[src/hdl/pmux_consts.svh]
// offsets, field layout, reset values and sizes of the port 0 pin function multiplexer
// assumes byte addressing on the register port, one 32-bit word per register
`ifndef PMUX_CONSTS_SVH
`define PMUX_CONSTS_SVH
`define PMUX_OFF_SEL_LOW   32'he002c000
`define PMUX_OFF_SEL_HIGH  32'he002c004
`define PMUX_OFF_SEL_EXT   32'he002c014
`define PMUX_RST_SEL       32'h00000000
`define PMUX_PIN_N         23
`define PMUX_LOW_PINS      16
`define PMUX_FIELD_W       2
`define PMUX_CODE_GPIO     2'h0
`define PMUX_FN_N          45
`endif

[src/hdl/pmux_pkg.sv]
// types shared by the pin function multiplexer and its bench
// assumes pmux_consts.svh is on the include path
`include "pmux_consts.svh"
package pmux_pkg;
	// one code per on-chip peripheral signal that can own a pin
	typedef enum logic [5:0] {
		FN_NONE      = 6'h00,
		FN_SP0_TXD   = 6'h01, FN_SP0_RXD   = 6'h02,
		FN_I2C_SCL   = 6'h03, FN_I2C_SDA   = 6'h04,
		FN_SPI_PORT_0_SCK  = 6'h05, FN_SPI_PORT_0_MISO = 6'h06, FN_SPI_PORT_0_MOSI = 6'h07, FN_SPI_PORT_0_SSEL = 6'h08,
		FN_SP1_TXD   = 6'h09, FN_SP1_RXD   = 6'h0a, FN_SP1_RTS   = 6'h0b, FN_SP1_CTS   = 6'h0c,
		FN_SP1_DSR   = 6'h0d, FN_SP1_DTR   = 6'h0e, FN_SP1_DCD   = 6'h0f, FN_SP1_RI    = 6'h10,
		FN_SPI_PORT_1_SCK  = 6'h11, FN_SPI_PORT_1_MISO = 6'h12, FN_SPI_PORT_1_MOSI = 6'h13, FN_SPI_PORT_1_SSEL = 6'h14,
		FN_PWM_1     = 6'h15, FN_PWM_2     = 6'h16, FN_PWM_3     = 6'h17, FN_PWM_4     = 6'h18,
		FN_PWM_5     = 6'h19, FN_PWM_6     = 6'h1a,
		FN_EIRQ_0    = 6'h1b, FN_EIRQ_1    = 6'h1c, FN_EIRQ_2    = 6'h1d, FN_EIRQ_3    = 6'h1e,
		FN_T0_CAP0   = 6'h1f, FN_T0_CAP1   = 6'h20, FN_T0_CAP2   = 6'h21,
		FN_T0_MAT0   = 6'h22, FN_T0_MAT1   = 6'h23, FN_T0_MAT2   = 6'h24,
		FN_T1_CAP0   = 6'h25, FN_T1_CAP1   = 6'h26, FN_T1_CAP2   = 6'h27, FN_T1_CAP3   = 6'h28,
		FN_T1_MAT0   = 6'h29, FN_T1_MAT1   = 6'h2a, FN_T1_MAT2   = 6'h2b, FN_T1_MAT3   = 6'h2c
	} pmux_fn_t;

	// how the direction of a pin owned by a peripheral is decided
	typedef enum logic [1:0] {
		DIR_IN     = 2'h0,
		DIR_OUT    = 2'h1,
		DIR_PERIPH = 2'h2
	} pmux_dir_t;

	typedef logic [`PMUX_FN_N-1:0]  pmux_fn_vec_t;
	typedef logic [`PMUX_PIN_N-1:0] pmux_pin_vec_t;

	// drive from the peripherals, indexed by pmux_fn_t
	typedef struct packed {
		pmux_fn_vec_t out;
		pmux_fn_vec_t oe;
	} pmux_periph_drv_t;

	// general-purpose I/O side of each pin
	typedef struct packed {
		pmux_pin_vec_t out;
		pmux_pin_vec_t dir;
	} pmux_gpio_drv_t;
endpackage

[src/hdl/pmux_top.sv]
// port 0 pin function multiplexer: select registers, pin routing and direction
// assumes pins arrive asynchronously, peripherals and gpio logic run on i_ref_clk
// reserved select codes leave a pin undriven and cut off from every peripheral
//
// Local design decision: strobed register access.
`include "pmux_consts.svh"

// Function
// - each pin goes to gpio or to the peripheral its select field names.
// - gpio direction applies only under gpio; otherwise the function sets direction.
// - three read/write select registers at the three listed addresses.
// - low register pins 0,1,8,9: serial ports, pwm outputs, ext irq 0 and 3.
// - low register pins 2,3: i2c lines, timer 0 cap0/mat0, ext irq 1.
// - low register pins 4-7: spi port 0, timer 0 channels, pwm 2, ext irq 2.
// - low register pins 10-13: serial port 1 modem lines, timer 1 channels.
// - low register pins 14,15: serial port 1 dcd/ri, ext irq 1 and 2.
// - high register pin 16: ext irq 0, timer 0 match 2, capture 2.
// - high register pins 17-20: spi port 1, timer 1 channels, ext irq 3.
// - high register pins 21,22: pwm 5, timer 1 cap3, timer 0 cap0/mat0.
module pmux_top (
	input  wire logic                      i_ref_clk,
	input  wire logic                      i_reset_n,
	input  wire logic                      i_clk_en,
	input  wire logic [31:0]               i_addr,
	input  wire logic [31:0]               i_wdata,
	input  wire logic                      i_wr,
	input  wire logic                      i_rd,
	output logic      [31:0]               o_rdata,
	input  wire pmux_pkg::pmux_gpio_drv_t   i_gpio,
	input  wire pmux_pkg::pmux_periph_drv_t i_periph,
	input  wire logic [`PMUX_PIN_N-1:0]    i_pin_in,
	output logic      [`PMUX_PIN_N-1:0]    o_pin_out,
	output logic      [`PMUX_PIN_N-1:0]    o_pin_oe,
	output logic      [`PMUX_PIN_N-1:0]    o_gpio_in,
	output logic      [`PMUX_FN_N-1:0]     o_fn_in,
	output logic      [`PMUX_FN_N-1:0]     o_fn_mapped,
	output logic      [31:0]               o_sel_ext
);
	// map a pin and its two-bit code to the peripheral signal it selects
	function automatic pmux_pkg::pmux_fn_t pin_fn(input logic [4:0] pin, input logic [1:0] code);
		logic [6:0] key;
		key = {pin, code};
		pin_fn = pmux_pkg::FN_NONE;
		case (key)
			{5'h00, 2'h1}: pin_fn = pmux_pkg::FN_SP0_TXD;
			{5'h00, 2'h2}: pin_fn = pmux_pkg::FN_PWM_1;
			{5'h01, 2'h1}: pin_fn = pmux_pkg::FN_SP0_RXD;
			{5'h01, 2'h2}: pin_fn = pmux_pkg::FN_PWM_3;
			{5'h01, 2'h3}: pin_fn = pmux_pkg::FN_EIRQ_0;
			{5'h02, 2'h1}: pin_fn = pmux_pkg::FN_I2C_SCL;
			{5'h02, 2'h2}: pin_fn = pmux_pkg::FN_T0_CAP0;
			{5'h03, 2'h1}: pin_fn = pmux_pkg::FN_I2C_SDA;
			{5'h03, 2'h2}: pin_fn = pmux_pkg::FN_T0_MAT0;
			{5'h03, 2'h3}: pin_fn = pmux_pkg::FN_EIRQ_1;
			{5'h04, 2'h1}: pin_fn = pmux_pkg::FN_SPI_PORT_0_SCK;
			{5'h04, 2'h2}: pin_fn = pmux_pkg::FN_T0_CAP1;
			{5'h05, 2'h1}: pin_fn = pmux_pkg::FN_SPI_PORT_0_MISO;
			{5'h05, 2'h2}: pin_fn = pmux_pkg::FN_T0_MAT1;
			{5'h06, 2'h1}: pin_fn = pmux_pkg::FN_SPI_PORT_0_MOSI;
			{5'h06, 2'h2}: pin_fn = pmux_pkg::FN_T0_CAP2;
			{5'h07, 2'h1}: pin_fn = pmux_pkg::FN_SPI_PORT_0_SSEL;
			{5'h07, 2'h2}: pin_fn = pmux_pkg::FN_PWM_2;
			{5'h07, 2'h3}: pin_fn = pmux_pkg::FN_EIRQ_2;
			{5'h08, 2'h1}: pin_fn = pmux_pkg::FN_SP1_TXD;
			{5'h08, 2'h2}: pin_fn = pmux_pkg::FN_PWM_4;
			{5'h09, 2'h1}: pin_fn = pmux_pkg::FN_SP1_RXD;
			{5'h09, 2'h2}: pin_fn = pmux_pkg::FN_PWM_6;
			{5'h09, 2'h3}: pin_fn = pmux_pkg::FN_EIRQ_3;
			{5'h0a, 2'h1}: pin_fn = pmux_pkg::FN_SP1_RTS;
			{5'h0a, 2'h2}: pin_fn = pmux_pkg::FN_T1_CAP0;
			{5'h0b, 2'h1}: pin_fn = pmux_pkg::FN_SP1_CTS;
			{5'h0b, 2'h2}: pin_fn = pmux_pkg::FN_T1_CAP1;
			{5'h0c, 2'h1}: pin_fn = pmux_pkg::FN_SP1_DSR;
			{5'h0c, 2'h2}: pin_fn = pmux_pkg::FN_T1_MAT0;
			{5'h0d, 2'h1}: pin_fn = pmux_pkg::FN_SP1_DTR;
			{5'h0d, 2'h2}: pin_fn = pmux_pkg::FN_T1_MAT1;
			{5'h0e, 2'h1}: pin_fn = pmux_pkg::FN_SP1_DCD;
			{5'h0e, 2'h2}: pin_fn = pmux_pkg::FN_EIRQ_1;
			{5'h0f, 2'h1}: pin_fn = pmux_pkg::FN_SP1_RI;
			{5'h0f, 2'h2}: pin_fn = pmux_pkg::FN_EIRQ_2;
			{5'h10, 2'h1}: pin_fn = pmux_pkg::FN_EIRQ_0;
			{5'h10, 2'h2}: pin_fn = pmux_pkg::FN_T0_MAT2;
			{5'h10, 2'h3}: pin_fn = pmux_pkg::FN_T0_CAP2;
			{5'h11, 2'h1}: pin_fn = pmux_pkg::FN_T1_CAP2;
			{5'h11, 2'h2}: pin_fn = pmux_pkg::FN_SPI_PORT_1_SCK;
			{5'h11, 2'h3}: pin_fn = pmux_pkg::FN_T1_MAT2;
			{5'h12, 2'h1}: pin_fn = pmux_pkg::FN_T1_CAP3;
			{5'h12, 2'h2}: pin_fn = pmux_pkg::FN_SPI_PORT_1_MISO;
			{5'h12, 2'h3}: pin_fn = pmux_pkg::FN_T1_MAT3;
			{5'h13, 2'h1}: pin_fn = pmux_pkg::FN_T1_MAT2;
			{5'h13, 2'h2}: pin_fn = pmux_pkg::FN_SPI_PORT_1_MOSI;
			{5'h13, 2'h3}: pin_fn = pmux_pkg::FN_T1_CAP2;
			{5'h14, 2'h1}: pin_fn = pmux_pkg::FN_T1_MAT3;
			{5'h14, 2'h2}: pin_fn = pmux_pkg::FN_SPI_PORT_1_SSEL;
			{5'h14, 2'h3}: pin_fn = pmux_pkg::FN_EIRQ_3;
			{5'h15, 2'h1}: pin_fn = pmux_pkg::FN_PWM_5;
			{5'h15, 2'h3}: pin_fn = pmux_pkg::FN_T1_CAP3;
			{5'h16, 2'h2}: pin_fn = pmux_pkg::FN_T0_CAP0;
			{5'h16, 2'h3}: pin_fn = pmux_pkg::FN_T0_MAT0;
			// reserved codes listed so that they visibly map to nothing
			{5'h00, 2'h3}: pin_fn = pmux_pkg::FN_NONE;
			{5'h02, 2'h3}: pin_fn = pmux_pkg::FN_NONE;
			{5'h04, 2'h3}: pin_fn = pmux_pkg::FN_NONE;
			{5'h05, 2'h3}: pin_fn = pmux_pkg::FN_NONE;
			{5'h06, 2'h3}: pin_fn = pmux_pkg::FN_NONE;
			{5'h08, 2'h3}: pin_fn = pmux_pkg::FN_NONE;
			{5'h0a, 2'h3}: pin_fn = pmux_pkg::FN_NONE;
			{5'h0b, 2'h3}: pin_fn = pmux_pkg::FN_NONE;
			{5'h0c, 2'h3}: pin_fn = pmux_pkg::FN_NONE;
			{5'h0d, 2'h3}: pin_fn = pmux_pkg::FN_NONE;
			{5'h0e, 2'h3}: pin_fn = pmux_pkg::FN_NONE;
			{5'h0f, 2'h3}: pin_fn = pmux_pkg::FN_NONE;
			{5'h15, 2'h2}: pin_fn = pmux_pkg::FN_NONE;
			{5'h16, 2'h1}: pin_fn = pmux_pkg::FN_NONE;
			default:       pin_fn = pmux_pkg::FN_NONE;
		endcase
	endfunction

	// direction class of each peripheral signal; bus-type lines follow the peripheral
	function automatic pmux_pkg::pmux_dir_t fn_dir(input pmux_pkg::pmux_fn_t fn);
		fn_dir = pmux_pkg::DIR_IN;
		case (fn)
			// driven only by the peripheral; the pin level still reaches o_fn_in
			pmux_pkg::FN_SP0_TXD,
			pmux_pkg::FN_SP1_TXD,
			pmux_pkg::FN_SP1_RTS,
			pmux_pkg::FN_SP1_DTR,
			pmux_pkg::FN_PWM_1,
			pmux_pkg::FN_PWM_2,
			pmux_pkg::FN_PWM_3,
			pmux_pkg::FN_PWM_4,
			pmux_pkg::FN_PWM_5,
			pmux_pkg::FN_PWM_6,
			pmux_pkg::FN_T0_MAT0,
			pmux_pkg::FN_T0_MAT1,
			pmux_pkg::FN_T0_MAT2,
			pmux_pkg::FN_T1_MAT0,
			pmux_pkg::FN_T1_MAT1,
			pmux_pkg::FN_T1_MAT2,
			pmux_pkg::FN_T1_MAT3: fn_dir = pmux_pkg::DIR_OUT;
			// peripheral decides per cycle: open-drain or master/slave turnaround
			pmux_pkg::FN_I2C_SCL,
			pmux_pkg::FN_I2C_SDA,
			pmux_pkg::FN_SPI_PORT_0_SCK,
			pmux_pkg::FN_SPI_PORT_0_MISO,
			pmux_pkg::FN_SPI_PORT_0_MOSI,
			pmux_pkg::FN_SPI_PORT_0_SSEL,
			pmux_pkg::FN_SPI_PORT_1_SCK,
			pmux_pkg::FN_SPI_PORT_1_MISO,
			pmux_pkg::FN_SPI_PORT_1_MOSI,
			pmux_pkg::FN_SPI_PORT_1_SSEL: fn_dir = pmux_pkg::DIR_PERIPH;
			default: fn_dir = pmux_pkg::DIR_IN;
		endcase
	endfunction

	// two-bit field of pin p out of the low or high select register
	function automatic logic [1:0] pin_code(input int p, input logic [31:0] lo, input logic [31:0] hi);
		logic [63:0] both;
		both = {hi, lo};
		pin_code = both[2*p +: `PMUX_FIELD_W];
	endfunction

	// register index of a byte address: 0 none, 1 low, 2 high, 3 ext
	// shared by the write and the read path so the two can never disagree
	function automatic logic [1:0] reg_sel(input logic [31:0] addr);
		reg_sel = 2'h0;
		if (addr == `PMUX_OFF_SEL_LOW) begin
			reg_sel = 2'h1;
		end else if (addr == `PMUX_OFF_SEL_HIGH) begin
			reg_sel = 2'h2;
		end else if (addr == `PMUX_OFF_SEL_EXT) begin
			reg_sel = 2'h3;
		end
	endfunction

	logic [31:0] sel_low_q, sel_low_d;
	logic [31:0] sel_high_q, sel_high_d;
	logic [31:0] sel_ext_q, sel_ext_d;
	logic [31:0] rdata_q, rdata_d;

	// select registers: writes to unmapped addresses are dropped
	always_comb begin
		sel_low_d  = sel_low_q;
		sel_high_d = sel_high_q;
		sel_ext_d  = sel_ext_q;
		if (i_wr && reg_sel(i_addr) == 2'h1) begin
			sel_low_d = i_wdata;
		end else if (i_wr && reg_sel(i_addr) == 2'h2) begin
			sel_high_d = i_wdata;
		end else if (i_wr && reg_sel(i_addr) == 2'h3) begin
			sel_ext_d = i_wdata;
		end
	end

	// select registers frozen while the clock enable is low, fields reset to gpio
	always_ff @(posedge i_ref_clk or negedge i_reset_n) begin
		if (!i_reset_n) begin
			sel_low_q  <= `PMUX_RST_SEL;
			sel_high_q <= `PMUX_RST_SEL;
			sel_ext_q  <= `PMUX_RST_SEL;
		end else if (i_clk_en) begin
			sel_low_q  <= sel_low_d;
			sel_high_q <= sel_high_d;
			sel_ext_q  <= sel_ext_d;
		end
	end

	// read data one cycle after the strobe, zero otherwise so nothing stale lingers
	always_comb begin
		rdata_d = 32'h00000000;
		if (i_rd && reg_sel(i_addr) == 2'h1) begin
			rdata_d = sel_low_q;
		end else if (i_rd && reg_sel(i_addr) == 2'h2) begin
			rdata_d = sel_high_q;
		end else if (i_rd && reg_sel(i_addr) == 2'h3) begin
			rdata_d = sel_ext_q;
		end
	end

	// read data register, frozen by the clock enable as well
	always_ff @(posedge i_ref_clk or negedge i_reset_n) begin
		if (!i_reset_n) begin
			rdata_q <= 32'h00000000;
		end else if (i_clk_en) begin
			rdata_q <= rdata_d;
		end
	end

	logic [`PMUX_PIN_N-1:0] pin_s1_q, pin_s2_q;
	logic [`PMUX_PIN_N-1:0] pin_out_q, pin_out_d;
	logic [`PMUX_PIN_N-1:0] pin_oe_q, pin_oe_d;
	logic [`PMUX_PIN_N-1:0] gpio_in_q, gpio_in_d;
	logic [`PMUX_FN_N-1:0]  fn_in_q, fn_in_d;
	logic [`PMUX_FN_N-1:0]  fn_map_q, fn_map_d;

	// routing of every pin; a signal mapped to two pins sees the or of both levels
	always_comb begin
		pmux_pkg::pmux_fn_t fn;
		logic [1:0]         code;
		fn        = pmux_pkg::FN_NONE;
		code      = `PMUX_CODE_GPIO;
		pin_out_d = '0;
		pin_oe_d  = '0;
		gpio_in_d = '0;
		fn_in_d   = '0;
		fn_map_d  = '0;
		for (int p = 0; p < `PMUX_PIN_N; p++) begin
			code = pin_code(p, sel_low_q, sel_high_q);
			fn   = pin_fn(5'(p), code);
			if (code == `PMUX_CODE_GPIO) begin
				pin_out_d[p] = i_gpio.out[p];
				pin_oe_d[p]  = i_gpio.dir[p];
				gpio_in_d[p] = pin_s2_q[p];
			end else if (fn != pmux_pkg::FN_NONE) begin
				pin_out_d[p]    = i_periph.out[fn];
				fn_in_d[fn]     = fn_in_d[fn] | pin_s2_q[p];
				fn_map_d[fn]    = 1'b1;
				case (fn_dir(fn))
					pmux_pkg::DIR_OUT:    pin_oe_d[p] = 1'b1;
					pmux_pkg::DIR_PERIPH: pin_oe_d[p] = i_periph.oe[fn];
					default:              pin_oe_d[p] = 1'b0;
				endcase
			end
			// a reserved code leaves the pin undriven and unconnected
		end
	end

	// two-stage synchroniser on the asynchronous pins; only the second stage is read
	always_ff @(posedge i_ref_clk or negedge i_reset_n) begin
		if (!i_reset_n) begin
			pin_s1_q <= '0;
			pin_s2_q <= '0;
		end else if (i_clk_en) begin
			pin_s1_q <= i_pin_in;
			pin_s2_q <= pin_s1_q;
		end
	end

	// registered pin and peripheral outputs
	always_ff @(posedge i_ref_clk or negedge i_reset_n) begin
		if (!i_reset_n) begin
			pin_out_q <= '0;
			pin_oe_q  <= '0;
			gpio_in_q <= '0;
			fn_in_q   <= '0;
			fn_map_q  <= '0;
		end else if (i_clk_en) begin
			pin_out_q <= pin_out_d;
			pin_oe_q  <= pin_oe_d;
			gpio_in_q <= gpio_in_d;
			fn_in_q   <= fn_in_d;
			fn_map_q  <= fn_map_d;
		end
	end

	assign o_rdata     = rdata_q;
	assign o_pin_out   = pin_out_q;
	assign o_pin_oe    = pin_oe_q;
	assign o_gpio_in   = gpio_in_q;
	assign o_fn_in     = fn_in_q;
	assign o_fn_mapped = fn_map_q;
	assign o_sel_ext   = sel_ext_q;
endmodule

[config.mk]
export PLATFORM = sky130hd
export DESIGN_NAME = pmux_top
export DESIGN_NICKNAME = d
export VERILOG_FILES = /design/src/hdl/pmux_pkg.sv /design/src/hdl/pmux_top.sv
export VERILOG_INCLUDE_DIRS = /design/src /design/src/hdl
export SDC_FILE = /design/constraint.sdc
export NUM_CORES = 1
export LEC_CHECK = 0
export BUFFER_PORTS_ARGS = -buffer_cell sky130_fd_sc_hd__buf_2
export CORE_ASPECT_RATIO = 1.25
export CORE_MARGIN = 2
export CORE_UTILIZATION = 31
export CTS_BUF_LIST = sky130_fd_sc_hd__clkbuf_4 sky130_fd_sc_hd__clkbuf_8
export CTS_CLUSTER_DIAMETER = 30
export DETAILED_ROUTE_END_ITERATION = 8
export SETUP_SLACK_MARGIN = 0.4
export SLEW_MARGIN = 20
export SYNTH_ARGS = -nofsm -noshare
export SYNTH_HDL_FRONTEND = slang
export SYNTH_SLANG_ARGS = --single-unit
[constraint.sdc]
create_clock -name i_ref_clk -period 4.5 [get_ports i_ref_clk]
set_clock_uncertainty 0.05 [all_clocks]
set_input_delay 0.9 -clock i_ref_clk [delete_from_list [all_inputs] [get_ports i_ref_clk]]
set_output_delay 0.9 -clock i_ref_clk [all_outputs]
set_load 0.005 [all_outputs]
# After elaboration in Yosys (flattened, before gate mapping)
# Memories as Yosys holds them, arrays and structs flattened.
# Index checks and enable logic that the tools add are counted.
[word_totals]
reg_bits = 333
rom_bits = 3008
in_bits = 228
output_inout_bits = 223
mem_count = 24
[op_classes]
magnitude_cmp = 46
n_eq_ne = 109
n_mux = 516
n_bitwise = 48
reduce_logical = 78
[mem_list]
columns = ["name", "depth", "width", "rd", "rd_ports_with_merged_regs", "wr", "line", "text"]
rows = [
  ["(name not given)", 64, 2, 1, 0, 0, "pmux_top.sv:122", "case (fn)"],
  ["(name not given)", 64, 2, 1, 0, 0, "pmux_top.sv:122", ""],
  ["(name not given)", 64, 2, 1, 0, 0, "pmux_top.sv:122", ""],
  ["(name not given)", 64, 2, 1, 0, 0, "pmux_top.sv:122", ""],
  ["(name not given)", 64, 2, 1, 0, 0, "pmux_top.sv:122", ""],
  ["(name not given)", 64, 2, 1, 0, 0, "pmux_top.sv:122", ""],
  ["18 more memories", "--", "--", "--", "--", "--", "--", ""],
]
[op_table]
columns = ["cell", "n"]
rows = [
  ["2-to-1 mux 45 bit", 92],
  ["bitwise mux 45 bit", 22],
  ["OR 45 bit", 22],
  ["binary-select mux 1 bit (select 6 bit)", 68],
  ["2-to-1 mux 1 bit", 207],
  ["less-than comparator 6 x 7 -> 1 bit, second input constant", 23],
  ["demux 1 bit (select 6 bit)", 23],
  [">= comparator 6 x 1 -> 1 bit, second input constant", 23],
  ["nonzero test 6 bit", 23],
  ["equality test 2 bit, second input constant", 60],
  ["2-to-1 mux 2 bit", 55],
  ["one-hot mux 6 bit (2 select lines)", 9],
  ["one-hot mux 6 bit (3 select lines)", 6],
  ["equality test 32 bit, second input constant", 3],
  ["2-to-1 mux 32 bit", 3],
  ["equality test 2 x 1 -> 1 bit, second input constant", 46],
  ["one-hot mux 5 bit (2 select lines)", 5],
  ["zero test 2 bit", 23],
  ["one-hot mux 1 bit (2 select lines)", 23],
  ["bitwise AND 45 bit", 1],
  ["one-hot mux 5 bit (3 select lines)", 3],
  ["logical AND 1 bit", 29],
  ["OR 1 bit", 23],
  ["AND reduction 4 bit", 1],
  ["other kinds (3)", 4],
]

# Depth between registers and ports, before layout
# Gate-level depths: netlist of the first run.
[logic_depth]
depth_word = 141
depth_mapped = 13

# Worst setup path before layout of the first run
# Ideal clock, no wire load.
[synth_path]
path_type = "register to register"
start = "reg sel_low_q[14]"
end = "reg fn_in_q[16] (netlist: o_fn_in[16])"
t_arrival_ps = 3152
t_required_ps = 4325
slack_ps = 1173
stages_incl_launch_ff = 14
synth_period_minus_slack_ps = 3327
cell_sequence = "dfrtp_1 > inv_1 > ha_1 > buf_6 > nor4b_1 > o21ai_0 > or3_4 > a21oi_4 > a211oi_1 > o41a_1 > nor3b_2 > buf_4 > a31oi_1 > mux2_2"
[synth_between]
elab_chain_cells = 99
[synth_rtl]
columns = ["element", "line", "text"]
rows = [
  ["start, declared", "pmux_top.sv:176", "logic [31:0] sel_low_q, sel_low_d;"],
  ["start signal, assigned", "pmux_top.sv:198", "sel_low_q <= `PMUX_RST_SEL;"],
  ["start signal, assigned", "pmux_top.sv:202", "sel_low_q <= sel_low_d;"],
  ["equality test 2 bit or equality test 2 x 1 -> 1 bit (tied branches)", "pmux_top.sv:44", "case (key)"],
  ["one-hot mux 5 bit (3 select lines)", "pmux_top.sv:44", ""],
  ["less-than comparator 6 x 7 -> 1 bit (implied by the code) or >= comparator 6 x 1 -> 1 bit (tied branches)", "pmux_top.sv:256", "fn_in_d[fn] = fn_in_d[fn] | pin_s2_q[p];"],
  ["logical AND 1 bit (implied by the code)", "pmux_top.sv:256", ""],
  ["2-to-1 mux 1 bit (implied by the code)", "pmux_top.sv:256", ""],
  ["demux 1 bit (select 6 bit)", "pmux_top.sv:256", ""],
  ["bitwise mux 45 bit", "pmux_top.sv:256", ""],
  ["2-to-1 mux 45 bit", "pmux_top.sv:254", "end else if (fn != pmux_pkg::FN_NONE) begin"],
  ["(+83 left out)", "--", ""],
  ["2-to-1 mux 45 bit", "pmux_top.sv:254", ""],
  ["2-to-1 mux 45 bit (*)", "pmux_top.sv:250", "if (code == `PMUX_CODE_GPIO) begin"],
  ["binary-select mux 1 bit (select 6 bit)", "pmux_top.sv:256", ""],
  ["2-to-1 mux 1 bit (implied by the code)", "pmux_top.sv:256", ""],
  ["OR 1 bit", "pmux_top.sv:256", ""],
  ["bitwise mux 45 bit", "pmux_top.sv:256", ""],
  ["2-to-1 mux 45 bit", "pmux_top.sv:254", ""],
  ["2-to-1 mux 45 bit (*)", "pmux_top.sv:250", ""],
  ["end signal, assigned", "pmux_top.sv:291", "fn_in_q <= fn_in_d;"],
  ["end, declared", "pmux_top.sv:233", "logic [`PMUX_FN_N-1:0] fn_in_q, fn_in_d;"],
]
# Mark *: on every way between the ends. The rest lies on a longest branch, timed or not. The select of a mux whose other input is x is not followed.
# A chain may end at the register's enable or synchronous reset.

# Final worst setup path of the first run
[layout_path]
start = "reg sel_low_q[15]"
end = "reg fn_in_q[22] (netlist: o_fn_in[22])"
# Same word-level chain as after synthesis.

==> results of run 1 <==
==> stage by stage <==
| stage | cells | power [mW] | area (sq um) |
|---|---|---|---|
| final | 2987 | 8.079 | 22920 |
| after global routing | 2987 | 8.387 | 22920 |
| after CTS | 2982 | 8.173 | 22900 |
| after detailed placement | 2838 | 4.024 | 21060 |
| after global placement | 2838 | 4.010 | 21060 |
| after floorplan | 1719 | 3.563 | 17960 |
==> final timing paths <==
| kind | start | to |
|---|---|---|
| setup / recovery | sel_low_q[15] | o_fn_in[22] |
| hold / removal | i_reset_n | o_fn_mapped[14] |
| setup reg to reg | sel_low_q[15] | o_fn_in[22] |
| hold reg to reg | o_fn_mapped[9] | o_fn_mapped[9] |
| max in group asynchronous | i_reset_n | sel_low_q[10] |
| min in group i_ref_clk | i_pin_in[17] | pin_s1_q[17] |
==> routing by layer <==
layer | share of wire | GRT usage | vias to the layer above
li1 | - | - | 7117
met1 | 0.40 | 0.2977 | 7968
met2 | 0.48 | 0.4034 | 778
met3 | 0.076 | 0.05687 | 160
met4 | 0.050 | 0.1382 | 0
met5 | 0 | 0 | -
==> power groups by stage <==
stage / sequential (mW) / clock, mW / combinational, mW
after floorplan: 3.28 / 0 / 0.283
after global placement: 3.30 / 0 / 0.710
after detailed placement: 3.30 / 0 / 0.720
after CTS: 3.25 / 4.19 / 0.724
after global routing: 3.27 / 4.34 / 0.779
final: 3.26 / 4.11 / 0.718
==> synth_stat cells (6+ instances only) <==
cell type                   count
sky130_fd_sc_hd__clkbuf_1      85
sky130_fd_sc_hd__mux2_2       176
sky130_fd_sc_hd__mux4_2        21
sky130_fd_sc_hd__nand2b_1      36
sky130_fd_sc_hd__ha_1          86
sky130_fd_sc_hd__nor2_1       142
sky130_fd_sc_hd__a221oi_1      17
sky130_fd_sc_hd__nand2_1       98
sky130_fd_sc_hd__o31ai_1       14
sky130_fd_sc_hd__a21o_1         8
sky130_fd_sc_hd__nor3b_1        8
sky130_fd_sc_hd__buf_1         19
sky130_fd_sc_hd__a32oi_1        6
sky130_fd_sc_hd__nand3b_1      14
sky130_fd_sc_hd__dfrtp_1      333
sky130_fd_sc_hd__a21oi_1       89
sky130_fd_sc_hd__o21ai_0      102
sky130_fd_sc_hd__mux2i_1       22
sky130_fd_sc_hd__a31oi_1       16
sky130_fd_sc_hd__o211ai_1      41
sky130_fd_sc_hd__inv_1        108
sky130_fd_sc_hd__o221ai_1       8
sky130_fd_sc_hd__nand4_1        7
sky130_fd_sc_hd__a22o_1        34
sky130_fd_sc_hd__o2bb2ai_1      9
sky130_fd_sc_hd__a211oi_1      10
sky130_fd_sc_hd__nor2b_1       30
sky130_fd_sc_hd__and3_1         6
sky130_fd_sc_hd__and2_1         6
sky130_fd_sc_hd__nor3_1        13
sky130_fd_sc_hd__nand3_1       43
sky130_fd_sc_hd__nor4_1        10
sky130_fd_sc_hd__nor4b_1        6
sky130_fd_sc_hd__o21a_1         6
==> logic make-up (layout without fill, tap and decap cells) <==
group,count (synthesis),in the layout,synth area share
AND/OR/NAND/NOR,449,449,0.1257
AO/OA/AOI/OAI,414,414,0.1548
flip-flops,333,333,0.4639
multiplexers,219,219,0.1489
buffers and inverters,218,731,0.04674
adder cells (fa/ha/maj),86,86,0.05990
other,0,5,0
==> final cells by class <==
cell class	count	area (sq um)	area share
multi-input cells	1168	8808	0.3843
flip-flops and latches	333	8333	0.3635
repair buffers	478	2577	0.1124
clock buffers	104	1394	0.06080
well taps	750	938.4	0.04094
clock inverters	40	450.4	0.01965
inverters	109	409.1	0.01785
diodes	5	12.51	0.0005458
==> registers in the layout, summed over array words and instances, names as in the netlist <==
| name | count |
|---|---|
| o_sel_ext | 32 |
| o_rdata | 32 |
| sel_low_q | 32 |
| o_pin_out | 23 |
| o_pin_oe | 23 |
| pin_s2_q | 23 |
| o_fn_in | 45 |
| pin_s1_q | 23 |
| o_gpio_in | 23 |
| o_fn_mapped | 45 |
| sel_high_q | 32 |
==> results.md, run 1 <==
* Status: completed
* Slew HR at 0.3069
* Synth area leader: sky130_fd_sc_hd__dfrtp_1
* Number of cells on the critical path at 12
* Maximum number of pins on one net before global-route repair at 177
* Dominant register cell in the synthesized netlist: sky130_fd_sc_hd__dfrtp_1
* Nature of the critical path startpoint: register
* Final WS setup at 0.5765 ns
* Peak per-stage delay on the critical path at 0.53 ns
* WHS at 0.2972 ns
* Kind of cell adding the most delay to the critical path: compound AO/OA/AOI/OAI gates
* H-tree Lvls at 3
* Count of TritonRoute iterations in the first routing pass at 5
* Wire length of the first global-routing pass at 107900 um
* Number of antenna-violating nets in the routed design at 0
* Net Sw Frac at 0.2689
* Core outline area at 0.05726 sq mm
* Hold buffers post-CTS at 0
* Root Driver: sky130_fd_sc_hd__clkbuf_8
* Total GRT Usage at 0.2464
* Top achievable clock speed at 0.2549 GHz
* Max-cap check violation count at 0
* Die width at 219.3 um
* Clock sink count at 333
* Setup TNS at 0 ns
* Cell chain of the critical path: inv_1 > ha_1 > buf_4 > nor4b_2 > o2111a_1 > or3_1 > a21oi_4 > a211oi_1 > o41a_1 > a2111oi_2 > nor2_1 > a41o_1
* Number of buffers added for setup after CTS at 0
* Number of filler instances in the final layout at 5692
* DR vias/cell at 5.364
* Resized cells post-CTS at 0
* Later-pin clock latency in the skew report at 0.67 ns
* Final-stage net count at 2487
* Required time of the critical path at 5.00 ns
* Internal power at 5.906 mW
* Vias after detailed routing at 16.02k
* RSZ-0062 raised after global routing: no
* Arrival time at the worst endpoint at 4.42 ns
* Hold Vio Cnt, Final at 0
* Flip-flop and latch count after synthesis at 333
* Combinational share of power at 0.089
* Area added between synthesis and finish at 27.61%
* Total power density per cell area at 352.4 mW/mm^2
* Number of primary I/O pins at 451
* Vias in the first global route at 16.25k
* Netlist cell types at 78
* Vertical die dimension at 273.1 um
* Async set-reset flop share out of synthesis at 1.000
* Peak fanout along the critical path at 9
* Switch Pwr at 2.173 mW
* Period utilization at 0.8719
* Wirelength per Cell at 25.24 um
* Clock share of power at 0.508
* Clock input transition at the sequential cells of the worst setup and hold paths at 0.06 ns
* CP Buf/Inv Count at 2
* Kind of path behind the tightest hold check: in2async
* Post-synth EDFFs at 0
* TritonCTS clock tree: done
* Mapped Nets at 2033
* # rows at 98
* Internal reg-to-reg setup slack at 0.58 ns
* Initial cell density of the core at 0.3137
* Total count of max-transition violations in the final report at 0
* Mean instance size in the synthesized netlist at 10.45 sq um
* Number of I/O port buffers at 432
* Detail Placement HPWL at 57090 um
* Count of yosys warnings during synthesis at 0
* Crit Path Category: reg2reg
* Remaining Overflow, GRT at 0
* Post-synthesis sequential area ratio at 0.4639
* Syn Inst Count at 1719
* Endpoint kind of the worst setup timing path: register
* Sequential power share at 0.403
* Fraction of final layout cells sized beyond drive strength 1 at 0.3759
* Area of the mapped netlist at 0.01796 sq mm
* Total of endpoints with negative setup slack in the final report at 0
* Worst setup slack before clock tree synthesis at 0.5350 ns
* Initial DRC Count at 993
* Final RePlAce weighted congestion at 0.8803
* Total Routed Length at 75380 um
* Minimum clock period at 3.924 ns
* Num CTS Buffers at 83
* Post-Route Utilization at 0.4003
* Highest ir drop seen on vdd at 0.1974 mV
* DRC violation count after routing at 0
* Most frequent cells in the layout: 430 x sky130_fd_sc_hd__buf_2, 333 x sky130_fd_sc_hd__dfrtp_1, 176 x sky130_fd_sc_hd__mux2_2
* DIE AREA at 0.05990 sq mm
* Cell types occupying the most area after synthesis: sky130_fd_sc_hd__dfrtp_1 46%, sky130_fd_sc_hd__mux2_2 11%, sky130_fd_sc_hd__ha_1 6.0%
* Depth of the worst register-to-register path at 12
* Slowest cell on crit path: sky130_fd_sc_hd__o41a_1
* Area share of the largest cell type after synthesis at 0.4639
* Leak Pwr at 10.79 nW
* Most common library cell in the layout ignoring fill and taps: sky130_fd_sc_hd__buf_2
* Clock tree buffer depth at 3
* Actual slew at the worst max-slew pin at 1.036 ns
* Antenna violations before repair at 6
(Power assumes the default switching activity.)
==> run 2, diff against run 1 <==
CORE_ASPECT_RATIO = not set   (was 1.25)
==> results.md, run 2 (synthesis gave the netlist of run 1 again) <==
* Status: completed
* Number of primary I/O pins at 451
* Antenna violations before repair at 13
* Later-pin clock latency in the skew report at 0.69 ns
* Final RePlAce weighted congestion at 0.9329
* # rows at 88
* Initial cell density of the core at 0.3125
* Count of TritonRoute iterations in the first routing pass at 5
* Combinational share of power at 0.083
* Root Driver: sky130_fd_sc_hd__clkbuf_8
* Leak Pwr at 11.01 nW
* Clock input transition at the sequential cells of the worst setup and hold paths at 0.05 ns
* Depth of the worst register-to-register path at 12
* Switch Pwr at 2.221 mW
* Wirelength per Cell at 25.20 um
* Remaining Overflow, GRT at 0
* Clock sink count at 333
* Core outline area at 0.05748 sq mm
* Maximum number of pins on one net before global-route repair at 202
* TritonCTS clock tree: done
* Kind of path behind the tightest hold check: in2async
* Peak fanout along the critical path at 5
* Slew HR at 0.3244
* Vias in the first global route at 16.13k
* Top achievable clock speed at 0.2521 GHz
* Vias after detailed routing at 16.19k
* FF-to-FF Start: sel_low_q[15]
* Crit Reg-Reg Endpoint: o_fn_in[22]
* Final-stage net count at 2503
* RSZ-0062 raised after global routing: no
* Vertical die dimension at 244.7 um
* Initial DRC Count at 1094
* Number of antenna-violating nets in the routed design at 0
* Endpoint kind of the worst setup timing path: register
* Nature of the critical path startpoint: register
* Clock share of power at 0.542
* Highest ir drop seen on vdd at 0.1856 mV
* Number of I/O port buffers at 432
* Most frequent cells in the layout: 430 x sky130_fd_sc_hd__buf_2, 332 x sky130_fd_sc_hd__dfrtp_1, 176 x sky130_fd_sc_hd__mux2_2
* Setup TNS at 0 ns
* Period utilization at 0.8816
* Number of filler instances in the final layout at 5760
* Fraction of final layout cells sized beyond drive strength 1 at 0.3853
* Actual slew at the worst max-slew pin at 1.013 ns
* H-tree Lvls at 3
* Total count of max-transition violations in the final report at 0
* Final Cell Area at 0.02337 sq mm
* Internal power at 6.478 mW
* Max-cap check violation count at 0
* Wire length of the first global-routing pass at 110200 um
* Resized cells post-CTS at 0
* Minimum clock period at 3.967 ns
* Total power of the final layout at 8.699 mW
* Total of endpoints with negative setup slack in the final report at 0
* DR vias/cell at 5.346
* Total GRT Usage at 0.2502
* Num CTS Buffers at 91
* Crit Path Category: reg2reg
* Clock tree buffer depth at 3
* Area added between synthesis and finish at 30.10%
* Net Sw Frac at 0.2553
* Cell area after placement at 0.02118 sq mm
* Die width at 244.7 um
* Number of buffers added for setup after CTS at 0
* DRC violation count after routing at 0
* DIE AREA at 0.05989 sq mm
* Sequential power share at 0.375
* Required time of the critical path at 4.99 ns
* Arrival time at the worst endpoint at 4.46 ns
* Most common library cell in the layout ignoring fill and taps: sky130_fd_sc_hd__buf_2
* Hold buffers post-CTS at 0
* Total Routed Length at 76290 um
* Total power density per cell area at 372.2 mW/mm^2
* Post-Route Utilization at 0.4066
* Detail Placement HPWL at 57950 um
* Hold Vio Cnt, Final at 0
* Internal reg-to-reg setup slack at 0.53 ns
run 2: how the worst max path moves through the flow:
stage / to / cells past startpoint / start / slack (ns)
floorplan: o_fn_in[16] / 13 / sel_low_q[14] / 1.17
global placement: o_fn_in[22] / 12 / sel_low_q[14] / 0.54
detailed placement: o_fn_in[22] / 13 / sel_low_q[15] / 0.52
CTS: o_fn_in[22] / 13 / sel_low_q[15] / 0.49
global route: o_fn_in[20] / 12 / sel_low_q[14] / 0.40
finish: o_fn_in[22] / 12 / sel_low_q[15] / 0.53
run 2: per-stage QoR:
stage | setup slack (ns) | instances | hold slack (ns)
6_report | 0.5328 | 3028 | 0.1478
5_1_grt | 0.3961 | 3027 | 0.1333
4_1_cts | 0.4893 | 3023 | 0.1025
3_5_place_dp | 0.5172 | 2861 | 0.4152
3_3_place_gp | 0.5376 | 2861 | 0.4127
2_1_floorplan | 1.173 | 1719 | 0.3992
run 2: per-layer routing:
layer | GRT usage | routed length, um | vias up
met1 | 0.3339 | 32410 | 8198
li1 | - | - | 7156
met2 | 0.3964 | 35390 | 685
met4 | 0.09469 | 2499 | 6
met3 | 0.05543 | 5959 | 144
met5 | 0 | 35 | -
run 2: power by group through the flow:
stage	combinational [mW]	clock, mW	sequential [mW]
after global placement	0.715	0	3.30
final	0.719	4.72	3.26
after global routing	0.785	4.98	3.28
after detailed placement	0.724	0	3.31
after floorplan	0.283	0	3.28
after CTS	0.729	4.82	3.26
run 2: worst max-delay path, cell delays in order, from the launching register on:
cell and delay, ns:
sky130_fd_sc_hd__dfrtp_1 0.47, sky130_fd_sc_hd__buf_4 0.18, sky130_fd_sc_hd__ha_1 0.32, sky130_fd_sc_hd__nor4b_2 0.65, sky130_fd_sc_hd__nor4b_2 0.43, sky130_fd_sc_hd__o32ai_1 0.20, sky130_fd_sc_hd__o211ai_1 0.28, sky130_fd_sc_hd__a221oi_1 0.14
sky130_fd_sc_hd__buf_4 0.19, sky130_fd_sc_hd__a2111oi_2 0.44, sky130_fd_sc_hd__nor2_1 0.10, sky130_fd_sc_hd__buf_4 0.17, sky130_fd_sc_hd__a41o_1 0.24
run 2: layout make-up:
cell class                      count  area, sq um  share of cell area
Multi-Input combinational cell   1168         8816              0.3772
Sequential cell                   333         8334              0.3566
Timing Repair Buffer              486         2675              0.1145
Clock buffer                      115         1520             0.06505
Tap cell                          765        957.2             0.04096
Clock inverter                     47        646.9             0.02768
Inverter                          109        409.1             0.01751
Antenna cell                        5        12.51           0.0005354
